===== src/refclk_pkg.sv =====
// Package: register map, field layout, reset values and timing for the reference clock startup block
package refclk_pkg;
  // Register byte offsets
  localparam logic [7:0] REG_SOURCE_CFG  = 8'h00;
  localparam logic [7:0] REG_DIV_INT     = 8'h04;
  localparam logic [7:0] REG_DIV_FRAC_LO = 8'h08;
  localparam logic [7:0] REG_DIV_FRAC_HI = 8'h0c;
  localparam logic [7:0] REG_DIV_SEC     = 8'h10;
  localparam logic [7:0] REG_FREQ_TRIM   = 8'h14;
  localparam logic [7:0] REG_SETUP_DONE  = 8'h18;
  localparam logic [7:0] REG_CLK_STATUS  = 8'h1c;
  localparam logic [7:0] REG_INFO        = 8'h20;
  localparam logic [7:0] REG_OUT_ENABLE  = 8'h24;
  localparam logic [7:0] REG_MAILBOX     = 8'h28;
  localparam logic [7:0] REG_IRQ_STATUS  = 8'h2c;
  localparam logic [7:0] REG_IRQ_MASK    = 8'h30;
  localparam logic [7:0] REG_STRAPS      = 8'h34;

  // Field positions
  localparam int XTAL_EN_BIT     = 0;
  localparam int DOUBLER_EN_BIT  = 1;
  localparam int LOCK_N_BIT      = 3;
  localparam int READY_BIT       = 7;
  localparam int IRQ_LOCK_BIT    = 0;
  localparam int IRQ_READY_BIT   = 1;
  localparam int IRQ_DROP_BIT    = 2;
  localparam int IRQ_MBX_REJ_BIT = 3;

  // Reset values and the ready status code
  localparam logic [1:0]  SOURCE_CFG_RST = 2'h0;
  localparam logic [31:0] DIV_INT_RST    = 32'h0000_0000;
  localparam logic [31:0] DIV_FRAC_RST   = 32'h0000_0000;
  localparam logic [31:0] DIV_SEC_RST    = 32'h0000_0001;
  localparam logic [31:0] TRIM_RST       = 32'h0000_0000;
  localparam logic [9:0]  OUT_EN_RST     = 10'h000;
  localparam logic [3:0]  IRQ_MASK_RST   = 4'h0;
  localparam logic [1:0]  STATE_READY    = 2'h3;

  // Timing
  localparam int CLK_MHZ          = 250;
  localparam int STRAP_HOLD_MS    = 550;
  localparam int STRAP_HOLD_CYC   = STRAP_HOLD_MS * CLK_MHZ * 1000;
  localparam int LOCK_WAIT_US     = 100;
  localparam int LOCK_WAIT_CYC    = LOCK_WAIT_US * CLK_MHZ;

  typedef enum logic [1:0] {ST_IDLE, ST_LOCKING, ST_READY} pll_state_t;
endpackage


===== src/pin_sync.sv =====
// Three-stage pin synchroniser; output changes once stages two and three agree
`timescale 1ns/1ps
module pin_sync #(
  parameter int WIDTH = 1
) (
  input  wire logic             clk,
  input  wire logic             rst_n,
  input  wire logic [WIDTH-1:0] pin,
  output logic      [WIDTH-1:0] level
);
  logic [WIDTH-1:0] stage1;
  logic [WIDTH-1:0] stage2;
  logic [WIDTH-1:0] stage3;
  logic [WIDTH-1:0] next_level;

  always_comb begin
    for (int i = 0; i < WIDTH; i++) begin
      next_level[i] = (stage2[i] == stage3[i]) ? stage3[i] : level[i];
    end
  end

  always_ff @(posedge clk or negedge rst_n) begin
    if (!rst_n) begin
      stage1 <= '0;
      stage2 <= '0;
      stage3 <= '0;
      level  <= '0;
    end else begin
      stage1 <= pin;
      stage2 <= stage1;
      stage3 <= stage2;
      level  <= next_level;
    end
  end
endmodule


===== src/refclk_pll_startup_control.sv =====
// Reference clock source, doubler, PLL setup registers and startup sequencing
//
// The Wishbone interface to the registers and the address map were decided locally.
`timescale 1ns/1ps
module refclk_pll_startup_control #(
  parameter int STRAP_HOLD_CYC = refclk_pkg::STRAP_HOLD_CYC,
  parameter int LOCK_WAIT_CYC  = refclk_pkg::LOCK_WAIT_CYC,
  parameter int OUT_COUNT      = 10
) (
  input  wire logic                 CLK,
  input  wire logic                 RST_N,
  input  wire logic [31:0]          WB_ADR_I,
  input  wire logic [31:0]          WB_DAT_I,
  output logic      [31:0]          WB_DAT_O,
  input  wire logic                 WB_WE_I,
  input  wire logic [3:0]           WB_SEL_I,
  input  wire logic                 WB_STB_I,
  input  wire logic                 WB_CYC_I,
  output logic                      WB_ACK_O,
  output logic                      WB_ERR_O,
  input  wire logic                 PLL_LOCK,
  input  wire logic                 HOST_SELECT_STRAP,
  input  wire logic                 SERIAL_OUT_STRAP,
  output logic                      XTAL_DRIVER_EN,
  output logic                      SINGLE_ENDED_REF_SEL,
  output logic                      REF_DOUBLER_EN,
  output logic [31:0]               PLL_DIV_INT,
  output logic [35:0]               PLL_DIV_FRAC,
  output logic [31:0]               PLL_DIV_SEC,
  output logic [31:0]               FREQ_TRIM,
  output logic [OUT_COUNT-1:0]      OUT_ENABLE,
  output logic                      HOST_IF_SPI,
  output logic                      STRAPS_VALID,
  output logic [31:0]               MAILBOX_DATA,
  output logic                      MAILBOX_WRITE,
  output logic                      IRQ
);
  logic [1:0]           refclk_source_config;
  logic [31:0]          div_int;
  logic [35:0]          div_frac;
  logic [31:0]          div_sec;
  logic [31:0]          trim;
  logic                 setup_done;
  logic [OUT_COUNT-1:0] out_en;
  logic [31:0]          mailbox;
  logic [3:0]           irq_status;
  logic [3:0]           irq_mask;
  logic                 lock_sync;
  logic                 host_sync;
  logic                 sout_sync;
  refclk_pkg::pll_state_t state;
  logic [31:0]          wait_cnt;
  logic [31:0]          strap_cnt;
  logic                 strap_done;
  logic                 host_spi;
  logic                 sout_level;
  logic                 lock_seen;

  logic [1:0]           next_refclk_source_config;
  logic [31:0]          next_div_int;
  logic [35:0]          next_div_frac;
  logic [31:0]          next_div_sec;
  logic [31:0]          next_trim;
  logic                 next_setup_done;
  logic [OUT_COUNT-1:0] next_out_en;
  logic [31:0]          next_mailbox;
  logic                 next_mailbox_write;
  logic [3:0]           next_irq_status;
  logic [3:0]           next_irq_mask;
  logic [31:0]          next_dat_o;
  logic                 next_ack;
  logic                 next_err;
  refclk_pkg::pll_state_t next_state;
  logic [31:0]          next_wait_cnt;
  logic [31:0]          next_strap_cnt;
  logic                 next_strap_done;
  logic                 next_host_spi;
  logic                 next_sout_level;
  logic                 next_lock_seen;

  logic                 req;
  logic                 wr;
  logic                 rd;
  logic                 locked;
  logic                 ready;
  logic [3:0]           events;

  // Byte-lane merge of a write into a stored word
  function automatic logic [31:0] merge(input logic [31:0] old, input logic [31:0] dat, input logic [3:0] sel);
    logic [31:0] res;
    res = old;
    for (int b = 0; b < 4; b++) begin
      if (sel[b]) begin
        res[b*8 +: 8] = dat[b*8 +: 8];
      end
    end
    return res;
  endfunction

  // Lock is asynchronous to the bus clock
  pin_sync #(.WIDTH(3)) u_sync (
    .clk   (CLK),
    .rst_n (RST_N),
    .pin   ({PLL_LOCK, HOST_SELECT_STRAP, SERIAL_OUT_STRAP}),
    .level ({lock_sync, host_sync, sout_sync})
  );

  assign req    = WB_CYC_I && WB_STB_I && !WB_ACK_O && !WB_ERR_O;
  assign wr     = req && WB_WE_I;
  assign rd     = req && !WB_WE_I;
  assign locked = lock_sync && (state != refclk_pkg::ST_IDLE);
  assign ready  = (state == refclk_pkg::ST_READY);

  // Startup sequence and strap capture
  always_comb begin
    next_state      = state;
    next_wait_cnt   = wait_cnt;
    next_strap_cnt  = strap_cnt;
    next_strap_done = strap_done;
    next_host_spi   = host_spi;
    next_sout_level = sout_level;
    next_lock_seen  = lock_sync;
    if (!strap_done) begin
      next_host_spi   = host_sync;
      next_sout_level = sout_sync;
      if (strap_cnt >= 32'(STRAP_HOLD_CYC - 1)) begin
        next_strap_done = 1'b1;
      end else begin
        next_strap_cnt = strap_cnt + 32'h1;
      end
    end
    unique case (state)
      refclk_pkg::ST_IDLE: begin
        next_wait_cnt = '0;
        if (setup_done) begin
          next_state = refclk_pkg::ST_LOCKING;
        end
      end
      refclk_pkg::ST_LOCKING: begin
        // Lock must stay up for the whole wait before ready is declared
        if (!lock_sync) begin
          next_wait_cnt = '0;
        end else if (wait_cnt >= 32'(LOCK_WAIT_CYC - 1)) begin
          next_state = refclk_pkg::ST_READY;
        end else begin
          next_wait_cnt = wait_cnt + 32'h1;
        end
      end
      refclk_pkg::ST_READY: begin
        if (!lock_sync) begin
          next_state    = refclk_pkg::ST_LOCKING;
          next_wait_cnt = '0;
        end
      end
    endcase
    if (!setup_done) begin
      next_state = refclk_pkg::ST_IDLE;
    end
  end

  always_ff @(posedge CLK or negedge RST_N) begin
    if (!RST_N) begin
      state      <= refclk_pkg::ST_IDLE;
      wait_cnt   <= '0;
      strap_cnt  <= '0;
      strap_done <= 1'b0;
      host_spi   <= 1'b0;
      sout_level <= 1'b0;
      lock_seen  <= 1'b0;
    end else begin
      state      <= next_state;
      wait_cnt   <= next_wait_cnt;
      strap_cnt  <= next_strap_cnt;
      strap_done <= next_strap_done;
      host_spi   <= next_host_spi;
      sout_level <= next_sout_level;
      lock_seen  <= next_lock_seen;
    end
  end

  assign events[refclk_pkg::IRQ_LOCK_BIT]    = lock_sync && !lock_seen;
  assign events[refclk_pkg::IRQ_READY_BIT]   = (next_state == refclk_pkg::ST_READY) && !ready;
  assign events[refclk_pkg::IRQ_DROP_BIT]    = !lock_sync && lock_seen;
  assign events[refclk_pkg::IRQ_MBX_REJ_BIT] = wr && (WB_ADR_I[7:0] == refclk_pkg::REG_MAILBOX) && !(ready && locked);

  // Register file and Wishbone slave
  always_comb begin
    next_refclk_source_config = refclk_source_config;
    next_div_int       = div_int;
    next_div_frac      = div_frac;
    next_div_sec       = div_sec;
    next_trim          = trim;
    next_setup_done    = setup_done;
    next_out_en        = out_en;
    next_mailbox       = mailbox;
    next_mailbox_write = 1'b0;
    next_irq_mask      = irq_mask;
    next_irq_status    = irq_status;
    next_dat_o         = '0;
    next_ack           = 1'b0;
    next_err           = 1'b0;
    if (req) begin
      next_ack = 1'b1;
      unique case (WB_ADR_I[7:0])
        refclk_pkg::REG_SOURCE_CFG: begin
          next_dat_o = {30'h0, refclk_source_config};
          if (wr && WB_SEL_I[0]) begin
            next_refclk_source_config = WB_DAT_I[1:0];
          end
        end
        refclk_pkg::REG_DIV_INT: begin
          next_dat_o = div_int;
          if (wr) next_div_int = merge(div_int, WB_DAT_I, WB_SEL_I);
        end
        refclk_pkg::REG_DIV_FRAC_LO: begin
          next_dat_o = div_frac[31:0];
          if (wr) next_div_frac[31:0] = merge(div_frac[31:0], WB_DAT_I, WB_SEL_I);
        end
        refclk_pkg::REG_DIV_FRAC_HI: begin
          next_dat_o = {28'h0, div_frac[35:32]};
          if (wr && WB_SEL_I[0]) next_div_frac[35:32] = WB_DAT_I[3:0];
        end
        refclk_pkg::REG_DIV_SEC: begin
          next_dat_o = div_sec;
          if (wr) next_div_sec = merge(div_sec, WB_DAT_I, WB_SEL_I);
        end
        refclk_pkg::REG_FREQ_TRIM: begin
          next_dat_o = trim;
          if (wr) next_trim = merge(trim, WB_DAT_I, WB_SEL_I);
        end
        refclk_pkg::REG_SETUP_DONE: begin
          next_dat_o = {31'h0, setup_done};
          if (wr && WB_SEL_I[0]) next_setup_done = WB_DAT_I[0];
        end
        refclk_pkg::REG_CLK_STATUS: begin
          next_dat_o = {28'h0, !locked, 1'b0, ready ? refclk_pkg::STATE_READY : 2'h0};
        end
        refclk_pkg::REG_INFO: begin
          next_dat_o = 32'(ready) << refclk_pkg::READY_BIT;
        end
        refclk_pkg::REG_OUT_ENABLE: begin
          next_dat_o = 32'(out_en);
          if (wr) next_out_en = OUT_COUNT'(merge(32'(out_en), WB_DAT_I, WB_SEL_I));
        end
        refclk_pkg::REG_MAILBOX: begin
          next_dat_o = mailbox;
          // Ready lags a lock loss by a cycle, so gate on both
          if (wr && ready && locked) begin
            next_mailbox       = merge(mailbox, WB_DAT_I, WB_SEL_I);
            next_mailbox_write = 1'b1;
          end
        end
        refclk_pkg::REG_IRQ_STATUS: begin
          next_dat_o = {28'h0, irq_status};
          if (rd) next_irq_status = '0;
        end
        refclk_pkg::REG_IRQ_MASK: begin
          next_dat_o = {28'h0, irq_mask};
          if (wr && WB_SEL_I[0]) next_irq_mask = WB_DAT_I[3:0];
        end
        refclk_pkg::REG_STRAPS: begin
          next_dat_o = {29'h0, strap_done, sout_level, host_spi};
        end
        default: begin
          next_ack = 1'b0;
          next_err = 1'b1;
        end
      endcase
    end
    // Set wins over read-clear
    next_irq_status = next_irq_status | events;
  end

  always_ff @(posedge CLK or negedge RST_N) begin
    if (!RST_N) begin
      refclk_source_config <= refclk_pkg::SOURCE_CFG_RST;
      div_int       <= refclk_pkg::DIV_INT_RST;
      div_frac      <= 36'(refclk_pkg::DIV_FRAC_RST);
      div_sec       <= refclk_pkg::DIV_SEC_RST;
      trim          <= refclk_pkg::TRIM_RST;
      setup_done    <= 1'b0;
      out_en        <= OUT_COUNT'(refclk_pkg::OUT_EN_RST);
      mailbox       <= '0;
      MAILBOX_WRITE <= 1'b0;
      irq_status    <= '0;
      irq_mask      <= refclk_pkg::IRQ_MASK_RST;
      WB_DAT_O      <= '0;
      WB_ACK_O      <= 1'b0;
      WB_ERR_O      <= 1'b0;
    end else begin
      refclk_source_config <= next_refclk_source_config;
      div_int       <= next_div_int;
      div_frac      <= next_div_frac;
      div_sec       <= next_div_sec;
      trim          <= next_trim;
      setup_done    <= next_setup_done;
      out_en        <= next_out_en;
      mailbox       <= next_mailbox;
      MAILBOX_WRITE <= next_mailbox_write;
      irq_status    <= next_irq_status;
      irq_mask      <= next_irq_mask;
      WB_DAT_O      <= next_dat_o;
      WB_ACK_O      <= next_ack;
      WB_ERR_O      <= next_err;
    end
  end

  // Registered pin outputs
  always_ff @(posedge CLK or negedge RST_N) begin
    if (!RST_N) begin
      XTAL_DRIVER_EN       <= 1'b0;
      SINGLE_ENDED_REF_SEL <= 1'b1;
      REF_DOUBLER_EN       <= 1'b0;
      PLL_DIV_INT          <= '0;
      PLL_DIV_FRAC         <= '0;
      PLL_DIV_SEC          <= '0;
      FREQ_TRIM            <= '0;
      OUT_ENABLE           <= '0;
      HOST_IF_SPI          <= 1'b0;
      STRAPS_VALID         <= 1'b0;
      MAILBOX_DATA         <= '0;
      IRQ                  <= 1'b0;
    end else begin
      XTAL_DRIVER_EN       <= next_refclk_source_config[refclk_pkg::XTAL_EN_BIT];
      SINGLE_ENDED_REF_SEL <= !next_refclk_source_config[refclk_pkg::XTAL_EN_BIT];
      REF_DOUBLER_EN       <= next_refclk_source_config[refclk_pkg::DOUBLER_EN_BIT];
      PLL_DIV_INT          <= next_div_int;
      PLL_DIV_FRAC         <= next_div_frac;
      PLL_DIV_SEC          <= next_div_sec;
      FREQ_TRIM            <= next_trim;
      OUT_ENABLE           <= next_out_en;
      HOST_IF_SPI          <= next_host_spi;
      STRAPS_VALID         <= next_strap_done;
      MAILBOX_DATA         <= next_mailbox;
      IRQ                  <= |(next_irq_status & irq_mask);
    end
  end
endmodule


===== config.mk =====
export PLATFORM = sky130hd
export DESIGN_NAME = refclk_pll_startup_control
export DESIGN_NICKNAME = d
export VERILOG_FILES = /design/src/refclk_pkg.sv /design/src/pin_sync.sv /design/src/refclk_pll_startup_control.sv
export SDC_FILE = /design/constraint.sdc
export NUM_CORES = 1
export LEC_CHECK = 0
export ABC_AREA = 1
export BUFFER_PORTS_ARGS = -buffer_cell sky130_fd_sc_hd__buf_2
export CAP_MARGIN = 40
export CORE_ASPECT_RATIO = 0.7
export CORE_MARGIN = 1.5
export CORE_UTILIZATION = 40
export CTS_CLUSTER_SIZE = 12
export DETAILED_ROUTE_END_ITERATION = 7
export GPL_TIMING_DRIVEN = 1
export MAX_ROUTING_LAYER = met4
export SYNTH_ARGS = -nofsm -noshare
export SYNTH_HDL_FRONTEND = slang
export SYNTH_SLANG_ARGS = --single-unit

===== constraint.sdc =====
create_clock -name CLK -period 2.1 [get_ports CLK]
set_clock_uncertainty 0.1 [all_clocks]
set_input_delay 0.105 -clock CLK [delete_from_list [all_inputs] [get_ports CLK]]
set_output_delay 0.105 -clock CLK [all_outputs]
set_load 0.03 [all_outputs]

==> flow_metrics.tcl <==
set metrics [dict create \
    status "finished clean" \
    utilization_pct 51.6 \
    post-route-period-util_pct 96.0 \
    crit_end "WB_DAT_O[21]$_DFF_PN0_" \
    tightest_slew_ns 0.493 \
    final_common_cell "nand2_1" \
    syn_avg_cell_area_sq_um 8.76 \
    holdWs_ns 0.0425 \
    grt_use_met2_pct 36.2 \
    drtIter0Drc 1027 \
    wirelength_mm 42.5 \
    yosysTopAreaCell "dfrtp_1" \
    setup-violations-final 0 \
    design_area_sq_um 17400 \
    grt_pass1_wl_mm 65.8 \
    final_antenna_net_count 0 \
    htreeDepth 1 \
    fmax_mhz 496 \
    yosys-top-cells-area "dfrtp_1 55%, nand2_1 13%, o21ai_0 5.9%" \
    slew-limit-headroom_pct 67.0 \
    p_leak_nw 8.92 \
    synth.top_cell.area_share_pct 55.3 \
    cts_max_path_buffers 3 \
    fin_nets 1980 \
    core_area_sq_um 33600 \
    cp_common_cell "nor2_1" \
    viasPerCell 5.13 \
    numCtsBuffers 31 \
    die_area_sq_um 35400 \
    powerDensity_nw_per_um2 682 \
    diodes 0 \
    reg2reg_slack_ns 0.08 \
    maxCapViolCount 0 \
    grt_max_degree 63 \
    place_hpwl_mm 30.0 \
    num_vias 12070 \
    crit_chain "nor2_1 > nand3_2 > dlygate4sd3_1 > nor2_1 > inv_1 > buf_12 > nor2_1" \
    clockRootBuffer "clkbuf_16" \
    grt_busiest_layer "met2" \
    r2r_start "WB_ACK_O$_DFF_PN0_" \
    grt.total_usage_pct 24.5 \
    endpoint_kind "register" \
    pin_count 291 \
    io_buffer_count 266 \
    fin_crit_ns 2.02 \
    path_clk_slew_ns 0.06 \
    grt-ovfl-total 0 \
    grt_use_met3_pct 3.86 \
    path_class "reg2reg" \
    hold_viol 0 \
    die_y_um 158 \
    worstReg2RegEnd "WB_DAT_O[21]$_DFF_PN0_" \
    area_delta_synth_final_pct 26.7 \
    drc_errors 0 \
    initial_core_util_pct 40.7 \
    startpoint_type "register" \
    synth_adder_area_share_pct 0.676 \
    synth-compound-area-share_pct 11.7 \
    synthSimpleGateAreaFrac_pct 22.9 \
    cp.required_ns 2.48 \
    slew_viol_final 0 \
    clk_latency_ns 0.57 \
    synth_xor_xnor_area_share_pct 1.66 \
    netlist_area_sq_um 13700 \
    hp-class "in2reg" \
    grt_pass1_vias 11418 \
    max_stage_delay_ns 0.59 \
    layout-drive-gt1-share_pct 24.0 \
    synth_warnings 0 \
    rows 56 \
    tritoncts "yes" \
    critPathLaunch "WB_ACK_O$_DFF_PN0_" \
    yosys-mux-area-fraction_pct 0.164 \
    ys_types 45 \
    synth_top_family_by_area "simple AND/OR/NAND/NOR gates" \
    met1_usage_pct 35.5 \
    worst-path-max-fanout 24 \
    mostFrequentLayoutCells "471 x nand2_1, 303 x dfrtp_1, 265 x buf_2" \
    wl_per_cell_um 18.1 \
    grt_antenna_before_repair 0 \
    drtPass1Iterations 5 \
    synth_seq_cells 305 \
    fill_cells 3161 \
    clkSinkCount 305 \
    ys_seq_area_share_pct 55.7 \
    crit_arrival_ns 2.39 \
    slowest_stage "dlygate4sd3_1" \
    die_w_um 224 \
    ff2ff_path_depth 7 \
    vdd_ir_drop_max_mv 0.535 \
    place.gp.congestion 0.924 \
    place_area_sq_um 15700 \
    syn_nets 1645 \
    synthCells 1564 \
]
## per-stage QoR
step	std cells	total power [mW]	TNS (ns)	setup WS, ns
after floorplan	1564	6.21	0	0.0588
after global placement	2247	6.50	-0.0175	-0.00314
after detailed placement	2247	6.51	-0.598	-0.0439
after CTS	2348	12.0	-0.0133	-0.0133
after global routing	2354	12.3	-0.0418	-0.0128
final	2354	11.8	0	0.0846
## cell usage after synthesis, drive strengths merged
library cell	n
mux2	2
nor2	122
nor3b	3
dfrtp	303
xnor2	10
o22ai	3
nor3	20
nand4	17
buf	51
ha	5
maj3	3
nand3	86
o211ai	4
o21a	4
nor4	5
clkbuf	37
a211oi	6
a221oi	22
nor2b	1
a22o	8
xor2	16
o21ai	194
clkinv	2
o21bai	1
a21oi	19
nand3b	1
or2	1
o2111ai	2
inv	125
a21boi	1
dfstp	2
nand2	488
## worst max-delay path, delay by kind of cell, from the launching register on
kind,cells,cell delay [ns]
simple gates,4,0.57
flops,1,0.38
buf+inv,3,0.86
## final cells by class
type	instances	area (sq um)	area share (%)
clock buffer	49	893	5.15
clock inverter	4	70.1	0.404
inverter	127	477	2.75
multi-input combinational	1045	5180	29.8
sequential	305	7630	44.0
tap	435	544	3.13
timing repair buffer	389	2560	14.8
## registers in the layout, summed over array words and instances (netlist names), 2 cells and up
signal	count
PLL_DIV_FRAC	36
FREQ_TRIM	32
MAILBOX_DATA	32
PLL_DIV_INT	32
PLL_DIV_SEC	32
WB_DAT_O	32
strap_cnt	32
wait_cnt	32
OUT_ENABLE	10
irq_mask	4
irq_status	4
u_sync.level	3
u_sync.stage1	3
u_sync.stage2	3
u_sync.stage3	3
state	2
## power breakdown
group | internal, mW | total, mW | switching [mW]
logic | 0.177 | 0.526 | 0.349
registers | 5.92 | 5.95 | 0.0329
clock network | 3.12 | 5.37 | 2.24
total | 9.22 | 11.8 | 2.63
## logic make-up (layout without fill, tap and decap cells)
| family | after synthesis | in the layout |
|---|---|---|
| xor+xnor | 26 | 26 |
| compound gates | 264 | 264 |
| fa+ha+maj | 8 | 8 |
| flops | 305 | 305 |
| buf+inv | 215 | 569 |
| mux | 2 | 2 |
| simple gates | 744 | 745 |
## worst min-delay path by stage
stage / start / end / cells past startpoint
6_report: WB_ADR_I[0] / irq_status[3]$_DFF_PN0_ / 6
3_5_place_dp: RST_N / FREQ_TRIM[21]$_DFFE_PN0P_ / 1
2_1_floorplan: RST_N / FREQ_TRIM[0]$_DFFE_PN0P_ / 0
4_1_cts: WB_ADR_I[0] / irq_status[3]$_DFF_PN0_ / 6
3_3_place_gp: RST_N / WB_DAT_O[22]$_DFF_PN0_ / 1
5_1_grt: WB_STB_I / MAILBOX_DATA[5]$_DFFE_PN0P_ / 6
## metal layers
layer,wire (um),vias to the layer above
li1,-,5727
met1,20300,5833
met2,18700,455
met3,2710,55
met4,885,0
met5,0,-
## repair_timing
action | CTS | global route
pin swaps | 0 | 8
endpoints found under the setup margin | 20 | 134
hold buffers | 48 | 0
cloned | 0 | 1
setup buffers | 0 | 5
endpoints found under the hold margin | 493 | 0
resized for setup | 3 | 25
Power figures use the tool's default switching activity.
